## config.mk

```make
export PLATFORM = sky130hd
export DESIGN_NAME = pllr_ctrl
export DESIGN_NICKNAME = d
export VERILOG_FILES = /design/src/pllr_pkg.sv /design/src/pllr_div_if.sv /design/src/pllr_ctrl.sv /design/src/pllr_refdiv.sv
export VERILOG_INCLUDE_DIRS = /design/src /design/src/src
export SDC_FILE = /design/constraint.sdc
export NUM_CORES = 1
export LEC_CHECK = 0
export BUFFER_PORTS_ARGS = -buffer_cell sky130_fd_sc_hd__buf_2
export CAP_MARGIN = 5
export CORE_MARGIN = 3
export CORE_UTILIZATION = 35
export CTS_CLUSTER_SIZE = 14
export DETAILED_ROUTE_END_ITERATION = 7
export GPL_TIMING_DRIVEN = 0
export PLACE_DENSITY = 0.56
export SYNTH_ARGS = -nofsm -noshare
export SYNTH_HDL_FRONTEND = slang
export SYNTH_HIERARCHICAL = 1
export SYNTH_SLANG_ARGS = --single-unit
```

## constraint.sdc

```tcl
create_clock -name clk_i -period 5.59 [get_ports clk_i]
set_input_delay 0.8385 -clock clk_i [delete_from_list [all_inputs] [get_ports clk_i]]
set_output_delay 0.8385 -clock clk_i [all_outputs]
set_load 0.005 [all_outputs]
```

## src/pllr_map.svh

```systemverilog
// Purpose: offsets, field positions, reset values and counts for pllr
// Assumes: 8-bit registers on a byte-addressed register port
// Notes:   included by the modules
// Overview of operation
// RULE1 - charge pump offers high-z, normal, forced up and forced down modes
// RULE2 - pump current code selects eight steps, 0.6 mA to 4.8 mA
// RULE3 - software calibrates oscillator at setup and after a frequency change
// RULE4 - all reference inputs are off after reset until software enables one
// RULE5 - selection register picks differential, single-ended or crystal input
// RULE6 - the bias-shift bit lowers the single-ended bias point by 140 mV
// RULE7 - each single-ended buffer has its own power-down bit
// RULE8 - differential receiver is off unless selected and the loop is powered
// RULE9 - single-ended buffer off: loop power-down, own bit, differential mode
// RULE10 - crystal enable bit powers the maintaining amplifier on the pin pair
// RULE11 - dual single-ended mode has manual and automatic revertive switching
// RULE12 - manual switchover comes from the selection register or select pin
// RULE13 - software keeps the target toggling or disables deglitching first
// RULE14 - monitor 0xF7 and selection 0x26 switch over on primary validity
// RULE15 - status pin may trigger switchover; secondary may be preferred
// RULE16 - deglitch blocks misaligned edges after a switch; a bit disables it
// RULE17 - only manual and automatic revertive switching; never non-revertive
// RULE18 - 14-bit reference divider; settings zero and one both divide by one
// RULE19 - reference divider output drives the detector's reference input
// RULE20 - divider reset by own bit, shared counter bit, or synchronization
// RULE21 - feedback ratio equals prescaler times B plus A, prescaler 2 to 32
// RULE22 - counter reset bits never clear themselves
// RULE23 - sync pin counter reset uses a two-bit field, disabled after reset
// RULE24 - select pin low picks primary, high secondary, in pin mode
// RULE25 - the divider input switches only where no pulse is cut or added
`ifndef PLLR_MAP_SVH
`define PLLR_MAP_SVH
`define PLLR_A_PLL_CTRL   8'h10
`define PLLR_A_RDIV_LO    8'h11
`define PLLR_A_RDIV_HI    8'h12
`define PLLR_A_FB_A       8'h13
`define PLLR_A_FB_B_LO    8'h14
`define PLLR_A_FB_B_HI    8'h15
`define PLLR_A_PRESCALE   8'h16
`define PLLR_A_BIAS       8'h18
`define PLLR_A_SYNC       8'h19
`define PLLR_A_MON        8'h1B
`define PLLR_A_SEL        8'h1C
`define PLLR_A_CNT_RST    8'h1F
`define PLLR_PLL_CTRL_RST 8'h01
`define PLLR_ZERO_RST     8'h00
`define PLLR_MON_PRIM_BAD 4'h7
`define PLLR_STAT_PRIM_BAD 4'hF
`define PLLR_REF_TIMEOUT  8'h40
`define PLLR_PRESC_MAX    3'h4
`endif

```

## src/pllr_pkg.sv

```systemverilog
// Purpose: types shared by the pllr modules
// Assumes: pllr_map.svh holds every number
// Notes:   state structs follow the one-struct-per-module style
package pllr_pkg;
   typedef enum logic [1:0] {
      SW_IDLE, SW_WAIT_EDGE, SW_WAIT_LOW
   } pllr_sw_t;

   typedef struct packed {
      logic [7:0]  pll_ctrl;
      logic [7:0]  rdiv_lo;
      logic [5:0]  rdiv_hi;
      logic [5:0]  fb_a;
      logic [7:0]  fb_b_lo;
      logic [4:0]  fb_b_hi;
      logic [2:0]  prescale;
      logic [7:0]  bias;
      logic [1:0]  sync_ctl;
      logic [7:0]  mon;
      logic [7:0]  sel;
      logic [1:0]  cnt_rst;
      logic [7:0]  rdata;
      logic [2:0]  primary_reference_input_sy;
      logic [2:0]  secondary_reference_input_sy;
      logic [1:0]  rsel_sy;
      logic [1:0]  sync_sy;
      logic [7:0]  primary_reference_input_cnt;
      logic [7:0]  secondary_reference_input_cnt;
      logic        primary_reference_input_ok;
      logic        secondary_reference_input_ok;
      logic        active_sec;
      pllr_sw_t    sw;
      logic        ref_edge;
      logic [18:0] fb_ratio;
   } pllr_state_t;

   typedef struct packed {
      logic [13:0] cnt;
      logic        pulse;
   } pllr_div_state_t;
endpackage

```

## src/pllr_div_if.sv

```systemverilog
// Purpose: carries reference edges and divider control to the divider
// Assumes: one clock domain
// Notes:   ctrl drives, div answers with one pulse per division
`timescale 1ns/100ps
interface pllr_div_if;
   logic        ref_edge;
   logic [13:0] div_value;
   logic        div_clear;
   logic        pfd_pulse;
   modport ctrl (output ref_edge, output div_value, output div_clear,
                 input pfd_pulse);
   modport div  (input ref_edge, input div_value, input div_clear,
                 output pfd_pulse);
endinterface

```

## src/pllr_ctrl.sv

```systemverilog
// Purpose: reference path control: pump mode, input power, switchover
// Assumes: reference pins are slow enough to sample at 125 MHz
// Notes:   reference validity is a missing-edge timeout on sampled pins
`timescale 1ns/100ps
`include "pllr_map.svh"
module pllr_ctrl (
   // clock and reset
   input  wire logic        clk_i,
   input  wire logic        rst_n_i,
   // register port
   input  wire logic [7:0]  reg_addr_i,
   input  wire logic [7:0]  reg_wdata_i,
   input  wire logic        reg_wr_i,
   input  wire logic        reg_rd_i,
   output logic [7:0]       reg_rdata_o,
   // pins from outside
   input  wire logic        primary_reference_input_i,
   input  wire logic        secondary_reference_input_i,
   input  wire logic        ref_sel_i,
   input  wire logic        sync_n_i,
   // charge pump
   output logic [1:0]       charge_pump_mode_o,
   output logic [2:0]       charge_pump_current_code_o,
   output logic             pfd_polarity_neg_o,
   // reference input power and bias
   output logic             diff_rx_powerdown_o,
   output logic             se1_powerdown_o,
   output logic             se2_powerdown_o,
   output logic             bias_shift_o,
   output logic             crystal_amplifier_enable_o,
   // monitor and switchover
   output logic             reference_monitor_output_o,
   output logic             status_o,
   output logic             active_secondary_o,
   // dividers
   output logic             phase_frequency_detector_ref_o,
   output logic             feedback_counter_reset_o,
   output logic [18:0]      feedback_ratio_o
);
   import pllr_pkg::*;

   pllr_state_t state_ff;
   pllr_state_t nxt_state;
   pllr_div_if  dv ();

   logic pll_pd;
   logic diff_sel;
   logic se1_en;
   logic se2_en;
   logic dual_mode;
   logic deglitch_off;
   logic pref_sec;
   logic pref_bad;
   logic mon_hi;
   logic stat_hi;
   logic trig;
   logic target_sec;
   logic primary_reference_input_now;
   logic secondary_reference_input_now;
   logic primary_reference_input_rise;
   logic secondary_reference_input_rise;
   logic tgt_rise;
   logic sync_evt;
   logic src_on;

   // prescaler code 0..4 maps to 2,4,8,16,32
   function automatic logic [5:0] presc_val(input logic [2:0] code);
      logic [2:0] c;
      c = (code > `PLLR_PRESC_MAX) ? `PLLR_PRESC_MAX : code;
      presc_val = 6'h02 << c;
   endfunction

   function automatic logic [18:0] fb_ratio(input logic [2:0] code,
                                            input logic [12:0] b,
                                            input logic [5:0] a);
      logic [18:0] p;
      p = {13'h0000, presc_val(code)};
      fb_ratio = 19'(p * {6'h00, b}) + {13'h0000, a}; // [RULE21]
   endfunction

   // validity counter: restarts on an edge, times out when edges stop
   function automatic logic [8:0] next_valid(input logic [7:0] cnt,
                                             input logic ok,
                                             input logic rise);
      logic [7:0] c;
      logic       o;
      c = cnt;
      o = ok;
      if (rise) begin
         c = 8'h00;
         o = 1'b1;
      end else if (cnt >= `PLLR_REF_TIMEOUT) begin
         o = 1'b0;
      end else begin
         c = cnt + 8'h01;
      end
      next_valid = {o, c};
   endfunction

   always_comb begin
      // decoded controls
      pll_pd       = (state_ff.pll_ctrl[1:0] != 2'b00);
      diff_sel     = state_ff.sel[0]; // [RULE5]
      se1_en       = state_ff.sel[1];
      se2_en       = state_ff.sel[2];
      pref_sec     = state_ff.sel[3]; // [RULE15]
      deglitch_off = state_ff.sel[7]; // [RULE16]
      dual_mode    = se1_en && se2_en && !diff_sel; // [RULE11]
      primary_reference_input_now     = state_ff.primary_reference_input_sy[1];
      secondary_reference_input_now     = state_ff.secondary_reference_input_sy[1];
      primary_reference_input_rise    = primary_reference_input_now && !state_ff.primary_reference_input_sy[2];
      secondary_reference_input_rise    = secondary_reference_input_now && !state_ff.secondary_reference_input_sy[2];
      // preferred input loses its edges: monitor and status report it
      pref_bad = pref_sec ? !state_ff.secondary_reference_input_ok : !state_ff.primary_reference_input_ok;
      mon_hi   = (state_ff.mon[3:0] == `PLLR_MON_PRIM_BAD) && pref_bad;
      stat_hi  = (state_ff.mon[7:4] == `PLLR_STAT_PRIM_BAD) && pref_bad;
      trig     = state_ff.bias[3] ? stat_hi : mon_hi; // [RULE15]
      if (!dual_mode) begin
         target_sec = se2_en && !se1_en && !diff_sel;
      end else if (state_ff.sel[5]) begin
         // revertive: back to preferred as soon as it is valid again
         target_sec = pref_sec ^ trig; // [RULE14] [RULE17]
      end else if (state_ff.sel[4]) begin
         target_sec = state_ff.rsel_sy[1]; // [RULE12] [RULE24]
      end else begin
         target_sec = state_ff.sel[6]; // [RULE12]
      end
      tgt_rise = target_sec ? secondary_reference_input_rise : primary_reference_input_rise;
      src_on   = !pll_pd && (diff_sel ||
                 (state_ff.active_sec ? se2_en : se1_en)); // [RULE4]
      sync_evt = (state_ff.sync_ctl != 2'b00) &&
                 !state_ff.sync_sy[1]; // [RULE23]

      nxt_state = state_ff;
      // pins pass two flops; the third stage only feeds edge detection
      nxt_state.primary_reference_input_sy = {state_ff.primary_reference_input_sy[1:0], primary_reference_input_i};
      nxt_state.secondary_reference_input_sy = {state_ff.secondary_reference_input_sy[1:0],
                           secondary_reference_input_i};
      nxt_state.rsel_sy = {state_ff.rsel_sy[0], ref_sel_i};
      nxt_state.sync_sy = {state_ff.sync_sy[0], sync_n_i};

      {nxt_state.primary_reference_input_ok, nxt_state.primary_reference_input_cnt} =
         next_valid(state_ff.primary_reference_input_cnt, state_ff.primary_reference_input_ok, primary_reference_input_rise);
      {nxt_state.secondary_reference_input_ok, nxt_state.secondary_reference_input_cnt} =
         next_valid(state_ff.secondary_reference_input_cnt, state_ff.secondary_reference_input_ok, secondary_reference_input_rise);

      // switchover sequencer
      case (state_ff.sw)
         SW_IDLE: begin
            if (target_sec != state_ff.active_sec) begin
               nxt_state.sw = deglitch_off ? SW_WAIT_LOW
                                           : SW_WAIT_EDGE; // [RULE16]
            end
         end
         SW_WAIT_EDGE: begin
            // a silent target stalls here until the target reverts or deglitch is disabled, by design
            if (target_sec == state_ff.active_sec) begin
               nxt_state.sw = SW_IDLE;
            end else if (tgt_rise || deglitch_off) begin
               // disabling deglitch also frees a switch stalled here
               nxt_state.sw = SW_WAIT_LOW; // [RULE13] [RULE16]
            end
         end
         SW_WAIT_LOW: begin
            if (target_sec == state_ff.active_sec) begin
               nxt_state.sw = SW_IDLE;
            end else if (!primary_reference_input_now && !secondary_reference_input_now) begin
               // both low: old pulse complete, new one not begun
               nxt_state.active_sec = target_sec; // [RULE25]
               nxt_state.sw         = SW_IDLE;
            end
         end
         default: begin
            nxt_state.sw = SW_IDLE;
         end
      endcase

      nxt_state.ref_edge = src_on &&
         (state_ff.active_sec && !diff_sel ? secondary_reference_input_rise : primary_reference_input_rise);
      nxt_state.fb_ratio = fb_ratio(state_ff.prescale,
         {state_ff.fb_b_hi, state_ff.fb_b_lo}, state_ff.fb_a);

      // register writes; reset bits stay until written back to zero
      if (reg_wr_i) begin
         case (reg_addr_i)
            `PLLR_A_PLL_CTRL: nxt_state.pll_ctrl = reg_wdata_i; // [RULE1]
            `PLLR_A_RDIV_LO:  nxt_state.rdiv_lo  = reg_wdata_i;
            `PLLR_A_RDIV_HI:  nxt_state.rdiv_hi  = reg_wdata_i[5:0];
            `PLLR_A_FB_A:     nxt_state.fb_a     = reg_wdata_i[5:0];
            `PLLR_A_FB_B_LO:  nxt_state.fb_b_lo  = reg_wdata_i;
            `PLLR_A_FB_B_HI:  nxt_state.fb_b_hi  = reg_wdata_i[4:0];
            `PLLR_A_PRESCALE: nxt_state.prescale = reg_wdata_i[2:0];
            `PLLR_A_BIAS:     nxt_state.bias     = reg_wdata_i; // [RULE6]
            `PLLR_A_SYNC:     nxt_state.sync_ctl = reg_wdata_i[7:6];
            `PLLR_A_MON:      nxt_state.mon      = reg_wdata_i;
            `PLLR_A_SEL:      nxt_state.sel      = reg_wdata_i;
            `PLLR_A_CNT_RST:  nxt_state.cnt_rst  = reg_wdata_i[1:0]; // [RULE22]
            default: begin
            end
         endcase
      end

      // reads answer one cycle later; unmapped reads give zero
      if (reg_rd_i) begin
         case (reg_addr_i)
            `PLLR_A_PLL_CTRL: nxt_state.rdata = state_ff.pll_ctrl;
            `PLLR_A_RDIV_LO:  nxt_state.rdata = state_ff.rdiv_lo;
            `PLLR_A_RDIV_HI:  nxt_state.rdata = {2'b00, state_ff.rdiv_hi};
            `PLLR_A_FB_A:     nxt_state.rdata = {2'b00, state_ff.fb_a};
            `PLLR_A_FB_B_LO:  nxt_state.rdata = state_ff.fb_b_lo;
            `PLLR_A_FB_B_HI:  nxt_state.rdata = {3'b000, state_ff.fb_b_hi};
            `PLLR_A_PRESCALE: nxt_state.rdata = {5'h00, state_ff.prescale};
            `PLLR_A_BIAS:     nxt_state.rdata = state_ff.bias;
            `PLLR_A_SYNC:     nxt_state.rdata = {state_ff.sync_ctl, 6'h00};
            `PLLR_A_MON:      nxt_state.rdata = state_ff.mon;
            `PLLR_A_SEL:      nxt_state.rdata = state_ff.sel;
            `PLLR_A_CNT_RST:  nxt_state.rdata = {state_ff.active_sec,
               state_ff.secondary_reference_input_ok, state_ff.primary_reference_input_ok, 3'b000,
               state_ff.cnt_rst};
            default:          nxt_state.rdata = 8'h00;
         endcase
      end
   end

   always_ff @(posedge clk_i or negedge rst_n_i) begin
      if (!rst_n_i) begin
         state_ff          <= '0; // [RULE4] [RULE23]
         state_ff.pll_ctrl <= `PLLR_PLL_CTRL_RST;
         state_ff.sw       <= SW_IDLE;
      end else begin
         state_ff <= nxt_state;
      end
   end

   // divider link
   assign dv.ref_edge  = state_ff.ref_edge;
   assign dv.div_value = {state_ff.rdiv_hi, state_ff.rdiv_lo};
   assign dv.div_clear = state_ff.cnt_rst[0] || state_ff.cnt_rst[1] ||
                         sync_evt; // [RULE20]

   pllr_refdiv u_refdiv (
      .clk_i   (clk_i),
      .rst_n_i (rst_n_i),
      .dv      (dv)
   );

   // outputs
   assign reg_rdata_o                = state_ff.rdata;
   assign charge_pump_mode_o         = state_ff.pll_ctrl[3:2]; // [RULE1]
   assign charge_pump_current_code_o = state_ff.pll_ctrl[6:4]; // [RULE2]
   assign pfd_polarity_neg_o         = state_ff.pll_ctrl[7];
   assign diff_rx_powerdown_o        = !diff_sel || pll_pd; // [RULE8]
   assign se1_powerdown_o = pll_pd || state_ff.bias[1] || diff_sel ||
                            !se1_en; // [RULE7] [RULE9]
   assign se2_powerdown_o = pll_pd || state_ff.bias[2] || diff_sel ||
                            !se2_en; // [RULE7] [RULE9]
   assign bias_shift_o               = state_ff.bias[7]; // [RULE6]
   assign crystal_amplifier_enable_o = state_ff.bias[0]; // [RULE10]
   assign reference_monitor_output_o = mon_hi; // [RULE14]
   assign status_o                   = stat_hi;
   assign active_secondary_o         = state_ff.active_sec;
   assign phase_frequency_detector_ref_o = dv.pfd_pulse; // [RULE19]
   assign feedback_counter_reset_o   = state_ff.cnt_rst[1] || sync_evt;
   assign feedback_ratio_o           = state_ff.fb_ratio;
endmodule

```

## src/pllr_refdiv.sv

```systemverilog
// Purpose: 14-bit reference divider feeding the detector reference input
// Assumes: ref_edge is a one-cycle pulse per selected reference edge
// Notes:   clear holds the count at zero for as long as it stays high
`timescale 1ns/100ps
`include "pllr_map.svh"
module pllr_refdiv (
   // clock and reset
   input  wire logic clk_i,
   input  wire logic rst_n_i,
   // divider link
   pllr_div_if.div   dv
);
   import pllr_pkg::*;
   pllr_div_state_t state_ff;
   pllr_div_state_t nxt_state;
   logic [13:0]     last;

   always_comb begin
      nxt_state = state_ff;
      // zero and one both give divide-by-one
      last = (dv.div_value == 14'h0000) ? 14'h0000
                                         : dv.div_value - 14'h0001; // [RULE18]
      nxt_state.pulse = 1'b0;
      if (dv.div_clear) begin
         nxt_state.cnt = 14'h0000; // [RULE20]
      end else if (dv.ref_edge) begin
         if (state_ff.cnt >= last) begin
            nxt_state.cnt   = 14'h0000;
            nxt_state.pulse = 1'b1; // [RULE18]
         end else begin
            nxt_state.cnt = state_ff.cnt + 14'h0001;
         end
      end
   end

   always_ff @(posedge clk_i or negedge rst_n_i) begin
      if (!rst_n_i) begin
         state_ff <= '0;
      end else begin
         state_ff <= nxt_state;
      end
   end

   assign dv.pfd_pulse = state_ff.pulse; // [RULE19]
endmodule

```

==> results.sh <==
export IMPL_yosys_top_cells_count="dfrtp_1 (145), ha_1 (70), and2_1 (62)"
export IMPL_synth_most_common_cell="dfrtp_1"
export IMPL_die_h_um=174
export IMPL_vias=7287
export IMPL_drv_cap=0
export IMPL_yosys_area_top_type="dfrtp_1"
export IMPL_cts_path_max_buffers=2
export IMPL_p_leak_uw=0.00567
export IMPL_coreArea_um2=27400
export IMPL_worstMarginPinSlew_ns=0.974
export IMPL_max_freq_mhz=189
export IMPL_hp_class="reg -> reg"
export IMPL_critPathArrivalTime_ns=5.63
export IMPL_power_share_clock_pct=41.4
export IMPL_grt_pass1_wl_um=40300
export IMPL_utilization_pct=41.3
export IMPL_grt_setup_unrepaired="no"
export IMPL_post_cts_buffers=0
export IMPL_setup_viol=0
export IMPL_wire_per_inst_um=17.5
export IMPL_switchingPower_uw=866
export IMPL_drc=0
export IMPL_critPathKind="reg -> reg"
export IMPL_drive_gt1_share_pct=19.8
export IMPL_grt_max_degree=82
export IMPL_drt_pass1_iterations=5
export IMPL_power_frac_seq_pct=42.3
export IMPL_antenna_left=0
export IMPL_report_final_slew_viol_count=0
export IMPL_yosysWarnings=6
export IMPL_port_buffers=61
export IMPL_critPathLaunchType="register"
export IMPL_synth_enable_flop_cells=0
export IMPL_outcome="finished clean"
export IMPL_drt_iter0_drc=472
export IMPL_fp_dieW_um=174
export IMPL_syn_cell_area_um2=9910
export IMPL_synthFlopType="dfrtp_1"
export IMPL_overflow=0
export IMPL_combPwrFrac_pct=16.3
export IMPL_syn_inst=932
export IMPL_fin_crit_sh_pct=94.5
export IMPL_p_sw_share_pct=30.8
export IMPL_nets=1143
export IMPL_end_kind="register"
export IMPL_root_buffer="clkbuf_16"
export IMPL_wirelength_um=24500
export IMPL_synth_top_area_share_pct=36.6
export IMPL_start_util_pct=36.2
export IMPL_syn_nets=1062
export IMPL_grt_pass1_vias=7266
export IMPL_rr_worst_depth=18
export IMPL_required_ns=5.94
export IMPL_power_density_nw_per_um2=248
export IMPL_yosys_top_cells_area="dfrtp_1 (37%), ha_1 (8.8%), fa_1 (7.3%)"
export IMPL_antenna_cells=0
export IMPL_ys_types=78
export IMPL_period_needed_ns=5.28
export IMPL_cts_sinks=146
export IMPL_skew_ns=0.00857
export IMPL_cts_tree="yes"
export IMPL_die_area_um2=30400
export IMPL_dp_hpwl_um=18100
export IMPL_htree_levels=4
export IMPL_cts_buffers_inserted=17
export IMPL_gp_congestion=0.864
export IMPL_synthArstFlopShare_pct=100
export IMPL_power_uw=2810
export IMPL_path_clk_slew_ns=0.07
export IMPL_rows=60
export IMPL_p_int_uw=1940
export IMPL_syn_area_per_cell_um2=10.6
export IMPL_io_pins=67
export IMPL_clk_insertion_delay_late_ns=0.43
export IMPL_yosysSeqAreaShare_pct=36.9
export IMPL_area_growth_pct=14.3
export IMPL_antenna_found_initial=0
export IMPL_vdd_drop_max_mv=0.164
export IMPL_hold_viol=0
export IMPL_slew_headroom_pct=35.0
export IMPL_worstPathMaxFanout=10
export IMPL_ys_ff_latch=146
export IMPL_grt_total_usage_pct=16.6
export IMPL_vias_per_cell=5.21
export IMPL_hold_path_cell_count=0
==> area by class of cell <==
cell class | count | area [um^2]
timing repair buffer | 62 | 339
sequential | 146 | 3650
inverter | 37 | 139
clock buffer | 18 | 429
buffer | 67 | 407
multi-input combinational | 682 | 5740
clock inverter | 14 | 159
fill | 2703 | 16100
tap | 372 | 465
==> cell usage in the layout (no fill, tap or decap), drive strengths merged, types with 3 or more instances in the layout <==
master   synthesis  routed
nor3            17      17
a22o             4       4
nor3b            3       3
o31ai            7       7
nand2b          16      16
buf             49     111
o221ai           4       4
o2111ai         12      12
a21o             9       9
a21oi           25      25
xnor2           15      15
o21a             4       4
o21ai           26      26
inv             37      47
ha              70      70
a32oi            5       5
o2bb2ai          6       6
nand3           25      25
clkbuf          18      36
a31oi            7       7
mux2i            8       8
and2            62      62
a221oi           5       5
fa              36      36
or3              5       5
nand3b           6       6
and3             9       9
o211ai          12      12
nor2b            9       9
a22oi            9       9
dfrtp          145     145
nor4             5       5
mux2            77      77
xor2            16      16
nor2            62      62
nand4           10      10
a211oi           6       6
nand2           58      58
o311ai           4       4
==> critical path, cell delays in order (launching register included) <==
cell and delay [ns]:
dfrtp_1 0.36, clkbuf_1 0.27, and3b_1 0.42, clkbuf_2 0.26, nand2_1 0.10, fa_1 0.51
fa_1 0.55, inv_1 0.05, fa_1 0.52, inv_1 0.05, fa_1 0.49, inv_1 0.04
ha_1 0.34, o21ai_1 0.11, o21a_1 0.24, o311ai_2 0.36, nand2_1 0.17, o21ai_1 0.20
xor2_1 0.16
==> metrics by stage <==
stage | cell area (um^2) | std cells | setup WS, ns | hold slack (ns) | setup TNS [ns]
2_1_floorplan | 9910 | 932 | 0.942 | 0.331 | 0
5_1_grt | 11300 | 1398 | 0.00732 | 0.359 | 0
3_3_place_gp | 10700 | 1365 | -0.0208 | 0.332 | -0.0208
3_5_place_dp | 10700 | 1366 | -0.00939 | 0.340 | -0.00939
6_report | 11300 | 1398 | 0.310 | 0.353 | 0
4_1_cts | 11300 | 1398 | 0.125 | 0.358 | 0
==> power groups by stage <==
stage | Sequential, uW | Combinational [uW] | Clock (uW)
global route | 1200 | 528 | 1240
finish | 1190 | 458 | 1160
CTS | 1190 | 463 | 1200
floorplan | 1180 | 330 | 0
detailed placement | 1210 | 460 | 0
global placement | 1210 | 451 | 0
==> routing by layer <==
layer  vias to the layer above  wire length [um]  track usage [%]
li1                       3474                 -                -
met1                      3651             12400             25.1
met2                       147             11000             25.2
met3                        15               864             2.60
met4                         0               195             3.32
met5                         -                 0                0
==> flip-flops by register name (all words and copies together) (netlist names), 2 cells and up <==
register	count
reg_rdata_o	8
nxt_state	6
state_ff	69
u_refdiv/state_ff	14
charge_pump_mode_o	2
feedback_ratio_o	19
charge_pump_current_code_o	3
dv.div_value	14
==> path summary, 6_finish.rpt <==
kind                                from                    to  slack (ns)
setup reg to reg            state_ff[89]  feedback_ratio_o[17]        0.31
max in group asynchronous        rst_n_i  feedback_ratio_o[16]        4.33
setup / recovery            state_ff[89]  feedback_ratio_o[17]        0.31
hold / removal             nxt_state[49]         nxt_state[50]        0.35
min in group asynchronous        rst_n_i          state_ff[38]        0.40
hold reg to reg            nxt_state[49]         nxt_state[50]        0.35
==> logic make-up (layout without fill, tap and decap cells) <==
logic type / count (synthesis) / after routing / synth area share (%)
flip-flops: 146 / 146 / 36.9
AO/OA/AOI/OAI: 159 / 159 / 11.7
AND/OR/NAND/NOR: 299 / 299 / 16.8
adder cells (fa/ha/maj): 106 / 106 / 16.1
buffers and inverters: 104 / 198 / 5.48
multiplexers: 87 / 87 / 10.3
XOR/XNOR: 31 / 31 / 2.74
==> what timing repair did <==
item	CTS	global route
hold buffers	0	0
endpoints found under the hold margin	0	0
resized for setup	1	8
setup endpoints to repair	1	6
No activity file was read; power rests on OpenSTA's default activity.
